File: src/pkg/lco_pkg.sv
// ----------------------------------------------------------------
// Cursor and overlay configuration constants
// ----------------------------------------------------------------
package lco_pkg;

  // Register byte addresses on the host bus
  localparam logic [15:0] ADDR_CURSOR_WIDTH = 16'h8015;
  localparam logic [15:0] ADDR_CURSOR_HEIGHT = 16'h8016;
  localparam logic [15:0] ADDR_CURSOR_DIR = 16'h8017;
  localparam logic [15:0] ADDR_LAYER_OVERLAY = 16'h8018;

  // Reset values
  localparam logic [7:0] RST_CURSOR_WIDTH = 8'h00;
  localparam logic [7:0] RST_CURSOR_HEIGHT = 8'h00;
  localparam logic [7:0] RST_CURSOR_DIR = 8'h00;
  localparam logic [7:0] RST_LAYER_OVERLAY = 8'h00;

  // Field positions
  localparam int CURSOR_FIELD_MSB = 3;
  localparam int CURSOR_SHAPE_BIT = 7;
  localparam int DIR_MSB = 1;
  localparam int OVL_THREE_LAYER_BIT = 4;
  localparam int OVL_BLOCK3_GFX_BIT = 3;
  localparam int OVL_BLOCK1_GFX_BIT = 2;
  localparam int OVL_METHOD_MSB = 1;
  localparam int OVL_MSB = 4;

  // Indirect command codes; movement codes share the upper six bits
  localparam logic [5:0] CMD_MOVE_HI = 6'h13;
  localparam logic [7:0] CMD_CURSOR_SHAPE = 8'h60;
  localparam logic [7:0] CMD_LAYER_COMPOSE = 8'h61;

  // Cursor movement directions
  typedef enum logic [1:0] {
    LCO_DIR_RIGHT = 2'b00,
    LCO_DIR_LEFT = 2'b01,
    LCO_DIR_UP = 2'b10,
    LCO_DIR_DOWN = 2'b11
  } lco_dir_t;

  // Layer combination methods
  localparam logic [1:0] METHOD_RESERVED = 2'b11;

  // Indirect parameter sequencer states
  typedef enum logic [1:0] {
    LCO_ST_IDLE = 2'b00,
    LCO_ST_SHAPE_W = 2'b01,
    LCO_ST_SHAPE_H = 2'b10,
    LCO_ST_OVLY = 2'b11
  } lco_state_t;

endpackage : lco_pkg

File: src/rtl/lco_addr_step.sv
`timescale 1ns/1ps
// ----------------------------------------------------------------
// Automatic cursor address step
// ----------------------------------------------------------------
module lco_addr_step #(
  parameter int AW = 16
) (
  input wire logic [AW-1:0] addr,
  input wire logic [1:0] dir,
  input wire logic [AW-1:0] pitch,
  output logic [AW-1:0] next_addr
);

  // Horizontal moves one address unit even with 9-pixel characters
  always_comb begin
    case (dir)
      lco_pkg::LCO_DIR_RIGHT: next_addr = addr + AW'(1);
      lco_pkg::LCO_DIR_LEFT: next_addr = addr - AW'(1);
      lco_pkg::LCO_DIR_UP: next_addr = addr - pitch;
      default: next_addr = addr + pitch;
    endcase
  end

endmodule : lco_addr_step

File: src/rtl/lco_blank.sv
`timescale 1ns/1ps
// ----------------------------------------------------------------
// Derived block sizes and dual panel blanking
// ----------------------------------------------------------------
module lco_blank #(
  parameter int LW = 8
) (
  input wire logic [LW-1:0] lines_per_frame,
  input wire logic [LW-1:0] sl1,
  input wire logic [LW-1:0] sl2,
  input wire logic dual_panel,
  output logic [LW-1:0] sl3,
  output logic [LW-1:0] sl4,
  output logic [LW-1:0] blank1,
  output logic [LW-1:0] blank2
);

  logic [LW:0] half;

  // Block 3 follows the shorter block, block 4 the frame
  always_comb begin
    sl3 = (sl1 < sl2) ? sl1 : sl2;
    sl4 = lines_per_frame;
    half = ({1'b0, lines_per_frame} + (LW+1)'(1)) >> 1;
    blank1 = '0;
    blank2 = '0;
    // Shortfall only matters when the panel is split
    if (dual_panel && (half > {1'b0, sl1})) begin
      blank1 = LW'(half - {1'b0, sl1});
    end
    if (dual_panel && (half > {1'b0, sl2})) begin
      blank2 = LW'(half - {1'b0, sl2});
    end
  end

endmodule : lco_blank

File: src/rtl/lco_top.sv
`timescale 1ns/1ps
module lco_top #(
  parameter int AW = 16,
  parameter int LW = 8
) (
  input wire logic clock,
  input wire logic rstn,
  input wire logic [15:0] bus_addr,
  input wire logic bus_wr,
  input wire logic bus_rd,
  input wire logic [7:0] bus_wdata,
  output logic [7:0] bus_rdata,
  input wire logic indirect_mode,
  input wire logic cmd_valid,
  input wire logic [7:0] cmd_code,
  input wire logic param_valid,
  input wire logic [7:0] param_data,
  input wire logic [LW-1:0] lines_per_frame,
  input wire logic [LW-1:0] block1_line_count,
  input wire logic [LW-1:0] block2_line_count,
  input wire logic dual_panel,
  input wire logic [AW-1:0] addr_pitch,
  input wire logic cursor_load,
  input wire logic [AW-1:0] cursor_load_addr,
  input wire logic mem_access,
  output logic [3:0] cursor_width_field,
  output logic [3:0] cursor_height_field,
  output logic cursor_shape_bit,
  output logic [1:0] cursor_dir,
  output logic three_layer_select,
  output logic block3_graphics_select,
  output logic block1_graphics_select,
  output logic [1:0] layer_combine_method,
  output logic combine_reserved,
  output logic [LW-1:0] block3_line_count,
  output logic [LW-1:0] block4_line_count,
  output logic [LW-1:0] block1_blank_lines,
  output logic [LW-1:0] block2_blank_lines,
  output logic [AW-1:0] cursor_addr
);

  // ----------------------------------------------------------------
  // State
  // ----------------------------------------------------------------
  typedef struct packed {
    lco_pkg::lco_state_t st;
    logic [3:0] width;
    logic [3:0] height;
    logic shape;
    logic [1:0] dir;
    logic [lco_pkg::OVL_MSB:0] ovl;
    logic reserved;
    logic [7:0] rdata;
    logic [AW-1:0] caddr;
    logic [LW-1:0] sl3;
    logic [LW-1:0] sl4;
    logic [LW-1:0] blank1;
    logic [LW-1:0] blank2;
  } lco_regs_t;

  lco_regs_t state_reg;
  lco_regs_t state_next;
  logic [AW-1:0] step_addr;
  logic [LW-1:0] sl3_w;
  logic [LW-1:0] sl4_w;
  logic [LW-1:0] blank1_w;
  logic [LW-1:0] blank2_w;

  // Address decode used by both write and read paths
  function automatic logic [2:0] lco_decode(input logic [15:0] a);
    if (a == lco_pkg::ADDR_CURSOR_WIDTH) begin
      lco_decode = 3'h1;
    end else if (a == lco_pkg::ADDR_CURSOR_HEIGHT) begin
      lco_decode = 3'h2;
    end else if (a == lco_pkg::ADDR_CURSOR_DIR) begin
      lco_decode = 3'h3;
    end else if (a == lco_pkg::ADDR_LAYER_OVERLAY) begin
      lco_decode = 3'h4;
    end else begin
      lco_decode = 3'h0;
    end
  endfunction : lco_decode

  logic [2:0] sel;
  logic is_move_cmd;

  assign sel = lco_decode(bus_addr);
  assign is_move_cmd = indirect_mode && cmd_valid &&
    (cmd_code[7:2] == lco_pkg::CMD_MOVE_HI);

  // ----------------------------------------------------------------
  // Helpers
  // ----------------------------------------------------------------
  lco_addr_step #(
    .AW(AW)
  ) u_step (
    .addr(state_reg.caddr),
    .dir(state_reg.dir),
    .pitch(addr_pitch),
    .next_addr(step_addr)
  );

  lco_blank #(
    .LW(LW)
  ) u_blank (
    .lines_per_frame(lines_per_frame),
    .sl1(block1_line_count),
    .sl2(block2_line_count),
    .dual_panel(dual_panel),
    .sl3(sl3_w),
    .sl4(sl4_w),
    .blank1(blank1_w),
    .blank2(blank2_w)
  );

  // ----------------------------------------------------------------
  // Next state
  // ----------------------------------------------------------------
  // Indirect parameters come after bus writes so they win a collision
  always_comb begin
    state_next = state_reg;
    state_next.sl3 = sl3_w;
    state_next.sl4 = sl4_w;
    state_next.blank1 = blank1_w;
    state_next.blank2 = blank2_w;

    // Direct register writes; unused bits are not stored
    if (bus_wr) begin
      if (sel == 3'h1) begin
        state_next.width = bus_wdata[lco_pkg::CURSOR_FIELD_MSB:0];
      end else if (sel == 3'h2) begin
        state_next.shape = bus_wdata[lco_pkg::CURSOR_SHAPE_BIT];
        state_next.height = bus_wdata[lco_pkg::CURSOR_FIELD_MSB:0];
      end else if (sel == 3'h3) begin
        state_next.dir = bus_wdata[lco_pkg::DIR_MSB:0];
      end else if (sel == 3'h4) begin
        state_next.ovl = bus_wdata[lco_pkg::OVL_MSB:0];
      end
    end

    // Read data registered; unmapped addresses read zero
    state_next.rdata = 8'h00;
    if (bus_rd) begin
      if (sel == 3'h1) begin
        state_next.rdata = {4'h0, state_reg.width};
      end else if (sel == 3'h2) begin
        state_next.rdata = {state_reg.shape, 3'h0, state_reg.height};
      end else if (sel == 3'h3) begin
        state_next.rdata = {6'h00, state_reg.dir};
      end else if (sel == 3'h4) begin
        state_next.rdata = {3'h0, state_reg.ovl};
      end
    end

    // Indirect parameter sequencer
    case (state_reg.st)
      lco_pkg::LCO_ST_SHAPE_W: begin
        if (param_valid) begin
          state_next.width = param_data[lco_pkg::CURSOR_FIELD_MSB:0];
          state_next.st = lco_pkg::LCO_ST_SHAPE_H;
        end
      end
      lco_pkg::LCO_ST_SHAPE_H: begin
        if (param_valid) begin
          state_next.shape = param_data[lco_pkg::CURSOR_SHAPE_BIT];
          state_next.height = param_data[lco_pkg::CURSOR_FIELD_MSB:0];
          state_next.st = lco_pkg::LCO_ST_IDLE;
        end
      end
      lco_pkg::LCO_ST_OVLY: begin
        if (param_valid) begin
          state_next.ovl = param_data[lco_pkg::OVL_MSB:0];
          state_next.st = lco_pkg::LCO_ST_IDLE;
        end
      end
      default: begin
        state_next.st = lco_pkg::LCO_ST_IDLE;
      end
    endcase

    // A new command aborts any unfinished parameter list
    if (indirect_mode && cmd_valid) begin
      if (cmd_code == lco_pkg::CMD_CURSOR_SHAPE) begin
        state_next.st = lco_pkg::LCO_ST_SHAPE_W;
      end else if (cmd_code == lco_pkg::CMD_LAYER_COMPOSE) begin
        state_next.st = lco_pkg::LCO_ST_OVLY;
      end else begin
        state_next.st = lco_pkg::LCO_ST_IDLE;
      end
    end
    // Direction rides in the low two bits of the code
    if (is_move_cmd) begin
      state_next.dir = cmd_code[lco_pkg::DIR_MSB:0];
    end

    // Cursor address: an explicit load beats the automatic step
    if (cursor_load) begin
      state_next.caddr = cursor_load_addr;
    end else if (mem_access) begin
      state_next.caddr = step_addr;
    end

    // Reserved method flag kept in its own flop so the output is clean
    state_next.reserved =
      &state_next.ovl[lco_pkg::OVL_METHOD_MSB:0];
  end

  // ----------------------------------------------------------------
  // Registers
  // ----------------------------------------------------------------
  always_ff @(posedge clock) begin
    if (!rstn) begin
      state_reg.st <= lco_pkg::LCO_ST_IDLE;
      state_reg.width <=
        lco_pkg::RST_CURSOR_WIDTH[lco_pkg::CURSOR_FIELD_MSB:0];
      state_reg.height <=
        lco_pkg::RST_CURSOR_HEIGHT[lco_pkg::CURSOR_FIELD_MSB:0];
      state_reg.shape <= lco_pkg::RST_CURSOR_HEIGHT[lco_pkg::CURSOR_SHAPE_BIT];
      state_reg.dir <= lco_pkg::RST_CURSOR_DIR[lco_pkg::DIR_MSB:0];
      state_reg.ovl <= lco_pkg::RST_LAYER_OVERLAY[lco_pkg::OVL_MSB:0];
      state_reg.reserved <=
        &lco_pkg::RST_LAYER_OVERLAY[lco_pkg::OVL_METHOD_MSB:0];
      state_reg.rdata <= 8'h00;
      state_reg.caddr <= '0;
      state_reg.sl3 <= '0;
      state_reg.sl4 <= '0;
      state_reg.blank1 <= '0;
      state_reg.blank2 <= '0;
    end else begin
      state_reg <= state_next;
    end
  end

  // ----------------------------------------------------------------
  // Outputs
  // ----------------------------------------------------------------
  // Fields of the layer register drive composition directly
  assign bus_rdata = state_reg.rdata;
  assign cursor_width_field = state_reg.width;
  assign cursor_height_field = state_reg.height;
  assign cursor_shape_bit = state_reg.shape;
  assign cursor_dir = state_reg.dir;
  assign three_layer_select =
    state_reg.ovl[lco_pkg::OVL_THREE_LAYER_BIT];
  assign block3_graphics_select =
    state_reg.ovl[lco_pkg::OVL_BLOCK3_GFX_BIT];
  assign block1_graphics_select =
    state_reg.ovl[lco_pkg::OVL_BLOCK1_GFX_BIT];
  assign layer_combine_method =
    state_reg.ovl[lco_pkg::OVL_METHOD_MSB:0];
  // Reserved method flag straight from its flop
  assign combine_reserved = state_reg.reserved;
  assign block3_line_count = state_reg.sl3;
  assign block4_line_count = state_reg.sl4;
  assign block1_blank_lines = state_reg.blank1;
  assign block2_blank_lines = state_reg.blank2;
  assign cursor_addr = state_reg.caddr;
endmodule : lco_top

File: config.mk
export PLATFORM = sky130hd
export DESIGN_NAME = lco_top
export DESIGN_NICKNAME = d
export VERILOG_FILES = /design/src/pkg/lco_pkg.sv /design/src/rtl/lco_addr_step.sv /design/src/rtl/lco_blank.sv /design/src/rtl/lco_top.sv
export SDC_FILE = /design/constraint.sdc
export NUM_CORES = 1
export LEC_CHECK = 0
export BUFFER_PORTS_ARGS = -buffer_cell sky130_fd_sc_hd__buf_2
export CORE_MARGIN = 3
export CORE_UTILIZATION = 45
export DETAILED_ROUTE_END_ITERATION = 12
export PLACE_DENSITY_LB_ADDON = 0.2
export SLEW_MARGIN = 5
export SYNTH_ARGS = -nofsm -noshare
export SYNTH_HDL_FRONTEND = slang
export SYNTH_SLANG_ARGS = --single-unit
File: constraint.sdc
create_clock -name clock -period 4.75 [get_ports clock]
set_clock_uncertainty 0.1 [all_clocks]
set_input_delay 0.2375 -clock clock [delete_from_list [all_inputs] [get_ports clock]]
set_output_delay 0.2375 -clock clock [all_outputs]
set_load 0.005 [all_outputs]
; Word-level counts from Yosys, hierarchy flattened
; Index checks and enable logic that the tools add are counted.
[totals]
out_inout_bits = 73
reg_bits = 75
[classes]
n_bitwise = 3
eq_ne = 20
magnitude_cmp = 3
addsub = 7
reduce_logical = 18
mux = 32
[op_table]
columns = operator, n
row1 = $eq 16x16->1 const B, 4
row2 = $mux 16, 3
row3 = $pmux 16 s3, 1
row4 = $mux 5, 9
row5 = $add 16x1->16 const B, 1
row6 = $add 16x16->16, 1
row7 = $eq 8x7->1 const B, 2
row8 = $gt 8x8->1, 2
row9 = $mux 8, 2
row10 = $sub 16x1->16 const B, 1
row11 = $sub 16x16->16, 1
row12 = $sub 8x8->8, 2
row13 = $mux 12, 1
row14 = $mux 2, 6
row15 = $mux 3, 4
row16 = $mux 4, 3
row17 = $reduce_and 2->1, 5
row18 = $add 8x1->9 const B, 1
row19 = $lt 8x8->1, 1
row20 = $mux 7, 1
row21 = $eq 2x2->1 const B, 3
row22 = $eq 3x2->1 const B, 2
row23 = $eq 6x5->1 const B, 1
row24 = $mux 6, 1
row25 = other kinds (16), 25

; Logic depth before layout (Yosys ltp)
[logic_depth]
depth_word = 14
mapped_depth = 16

; Hierarchy
; Synthesis repeated with hierarchy kept, for this count alone.
[hier_totals]
hier_cells = 721
hier_area_um2 = 5834.3
[by_module_without_submodules]
columns = mod, instances, cells_per_inst, area_each_um2, seq_area_each_um2
row1 = lco_top, 1, 365, 3360.7, 1461.4
row2 = lco_blank, 1, 183, 1348.8, 0.0
row3 = lco_addr_step, 1, 173, 1124.8, 0.0

; Worst setup path after synthesis
; No wires, ideal clock.
[synth_timing]
path_type = register -> register
start = reg, netlist name cursor_dir[1]
end = reg state_reg, in the netlist cursor_addr[14]
stages_incl_launch_ff = 12
path_slack_ns = 1.608
arrival_time_ns = 2.925
path_buffers = 2
setup_ns = 0.117
required_ns = 4.533
path_cell_list = dfxtp_1 clkbuf_1 clkbuf_1 a31oi_1 fa_1 a21oi_1 o211ai_1 a31o_2 a31oi_1 nor3b_1 or3_1 a32o_1
[synth_between]
elab_chain_cells = 4
word_cells_on_any_way = 6
cone_classes = eq/ne (2) / mux (3) / reduce/logical (1)
[synth_rtl]
columns = element, line_no
row1 = "$eq 2x2->1, or another cell as far along", lco_addr_step.sv:16  ; case (dir)
row2 = $pmux 16 s3 *, lco_addr_step.sv:16
row3 = $mux 16 *, lco_top.sv:199  ; end else if (mem_access) begin
row4 = $mux 16 *, lco_top.sv:197  ; if (cursor_load) begin
row5 = "end signal, assigned", lco_top.sv:230  ; state_reg <= state_next;
row6 = "end, declared", lco_top.sv:61  ; lco_regs_t state_reg;
; Every way passes the cells marked *; elsewhere a longest branch is shown, timed or not. The select of a mux whose other input is x is not followed.
; A chain may end at the register's enable or synchronous reset.

; Final worst setup path
[layout_timing]
start = reg, netlist name cursor_dir[1]
end = reg state_reg, in the netlist cursor_addr[14]
[layout_between]
elab_chain_cells = 4
word_cells_on_any_way = 6
cone_classes = eq/ne (2) / mux (3) / reduce/logical (1)
[layout_rtl]
columns = element, line_no
row1 = "$eq 2x2->1, or another cell as far along", lco_addr_step.sv:16
row2 = $pmux 16 s3 *, lco_addr_step.sv:16
row3 = $mux 16 *, lco_top.sv:199
row4 = $mux 16 *, lco_top.sv:197
; Marked as above.

==> summary.md <==
| Metric | Value |
|---|---|
| Asr flop ratio synth | 0% |
| Max Cap Viol | 0 |
| Min cycle time layout | 3.64 ns |
| Worst r2r src | cursor_dir[1] |
| DIE AREA | 13,100 um^2 |
| Most common cell after layout, fill and taps aside | buf_2 |
| Synth Area in XOR/XNOR | 4.62% |
| Finish-stage setup viols | 0 |
| Synth warnings | 0 |
| Min-Delay Path Class | input pin to flop |
| First-pass GRT wire length | 22,100 um |
| Post-layout utilization of the core | 52.8% |
| Most frequent cells in the layout | buf_2, dfxtp_1, o21ai_0 |
| Crit-path max FO | 11 |
| CTS Root Cell | clkbuf_16 |
| Synthesis-stage register bit count | 73 |
| First-pass DRT Iterations | 4 |
| Setup_tns | 0 ns |
| Yosys top cell area share | 27.5% |
| Final period util | 76.6% |
| Initial Utilization | 46.3% |
| Drt total wl | 13,900 um |
| Synth top area cells | dfxtp_1, buf_4, ha_1 |
| Core Rows | 39 |
| Post-Synth Adder-Cell Area | 10.6% |
| Fin nets | 908 |
| Cell taking the most area after synthesis | dfxtp_1 |
| WL/cell | 15.3 um |
| P&R area growth vs syn | 14.2% |
| DP HPWL | 11,000 um |
| Post-CTS Hold Buffers | 0 |
| Leakage | 2.94 nW |
| Clk slew on worst S/H paths | 0.06 ns |
| RSZ-0062 raised after global routing | no |
| Max_slew headroom | 41.4% |
| Routed Antenna Nets | 0 |
| Synthesized area per cell | 8.04 um^2 |
| Clk_lat worst skew | 0.33 ns |
| Mapped Area | 5310 um^2 |
| Vias per Instance | 5.43 |
| R2R Setup Slk | 1.11 ns |
| Number of flops mapped to enable cells by yosys | 0 |
| Register area | 1460 um^2 |
| Startpoint Class | flop |
| Final hold vios | 0 |
| GRT Overall Usage | 20.8% |
| R2r worst-path depth | 11 |
| RePlAce Congestion | 0.928 |
| Die X | 115 um |
| Fillcell total | 1,118 |
| Power per cell area | 261 nW/um^2 |
| Max reg flops | 16 |
| Sequential fraction of the synthesis area | 27.5% |
| Post-CTS sizing | 0 |
| Via count | 4,924 |
| Setup CP Type | flop to flop |
| I/O pins | 179 |
| Die Y | 115 um |
| TritonCTS clock tree | yes |
| Layout cell share with drive strength beyond 1 | 26.2% |
| Worst Path Arrival | 3.76 ns |
| Cells after Synth | 660 |
| VDD IR-drop max | 238 uV |
| Postcts setup bufs | 0 |
| Num CTS Buffers | 9 |
| Compound-Gate Fraction of Synth Area | 19.6% |
| GRT Residual Overflow | 0 |
| Remaining DRCs | 0 |
| Clock sink count | 73 |
| Critical path capture point type | flop |
| Synth cell types | 58 |
| Post-Synth Simple-Gate Area | 19.4% |
| CTS H-Tree Depth | 3 |
| Vias in the first global route | 4,702 |
| Antenna cells | 0 |
| Multiplexer area fraction after synthesis | 4.53% |
| Worst Path Required | 4.87 ns |
| Max Clk Rate | 0.275 GHz |
| Status | finished, final reports clean |
| Min Hold Slack | 0.0379 ns |
| Clock Path Buffers | 2 |
| Critical Path Source | cursor_dir[1] |
| Core Area | 11,500 um^2 |
| Main combinational cell family by area after synthesis | compound AO/OA/AOI/OAI gates |
| Top FF cell, synth | dfxtp_1 |
| Antenna violations before repair | 0 |
| Capturing point of the worst reg2reg path | cursor_addr[14] |
| PortBufs | 172 |
| Initial DRC count | 354 |
| Largest net degree at the start of global routing | 31 |
| Slew Viols, Final | 0 |
| Worst-Margin Slew | 0.878 ns |
| Area of the multi-input gates | 3120 um^2 |
| Critical path endpoint | cursor_addr[14] |
## how the worst min path moves through the flow
stage                                   start              endpoint  slack (ns)  cells past startpoint
after floorplan            lines_per_frame[5]  block4_line_count[5]        0.25                      2
after global placement       cursor_shape_bit          bus_rdata[7]        0.35                      2
after detailed placement     cursor_shape_bit          bus_rdata[7]        0.36                      2
after CTS                 cursor_load_addr[8]        cursor_addr[8]        0.02                      3
after global routing      cursor_load_addr[8]        cursor_addr[8]        0.05                      3
final                     cursor_load_addr[8]        cursor_addr[8]        0.04                      3
## Yosys cell counts (9+ instances only)
cell type and number:
o31ai_1 9, nor2b_1 11, a21oi_1 51, nor3_1 10
ha_1 40, a211oi_1 9, nand2_1 47, xnor2_1 21
mux2i_1 24, o21ai_0 53, nor2_1 45, and2_1 9
nand2b_1 14, inv_1 37, dfxtp_1 73, clkbuf_1 16
nand3_1 16, buf_4 68
## kinds of logic (layout without fill, tap and decap cells)
logic type / after synthesis / after routing
AO/OA/AOI/OAI: 170 / 170
XOR/XNOR: 28 / 28
adder cells (fa/ha/maj): 43 / 43
buffers and inverters: 125 / 228
flip-flops: 73 / 73
multiplexers: 24 / 24
other: 1 / 2
AND/OR/NAND/NOR: 196 / 196
## worst max-delay path, stage by stage, from the launching register on
cell	delay, ns
dfxtp_1	0.33
nor2b_1	0.68
a21oi_1	0.07
o21ai_0	0.35
ha_1	0.34
a21oi_1	0.26
o211ai_1	0.13
a31o_2	0.29
a31oi_1	0.26
nor3b_1	0.13
or3_1	0.33
a32o_1	0.27
## metrics by stage
step                      area [um^2]  setup slack (ns)  power (W)  std cells
after floorplan                  5310              1.61   0.000873        661
after global placement           5780              1.16   0.000959        891
after detailed placement         5780              1.14   0.000968        891
after CTS                        6060              1.14    0.00160        907
after global routing             6060             0.981    0.00166        907
final                            6060              1.11    0.00158        907
## metal layers
metal	vias to the layer above	wire length, um	track usage [%]
li1	2470	-	-
met1	2256	6090	25.8
met2	173	6490	35.1
met3	25	959	4.70
met4	0	318	7.60
met5	-	0	0
## report_power, final
group	switching, W	internal, W
sequential	0.0000128	0.000637
clock	0.000268	0.000352
combinational	0.000171	0.000137
total	0.000452	0.00113
## final cells by class
cell class / count / share of cell area (%)
multi-input cells: 463 / 51.5
flip-flops and latches: 73 / 24.1
repair buffers: 175 / 14.6
clock buffers: 9 / 3.72
well taps: 143 / 2.95
inverters: 37 / 2.29
clock inverters: 7 / 0.764
Note: power is estimated with default switching activity, not from simulation.
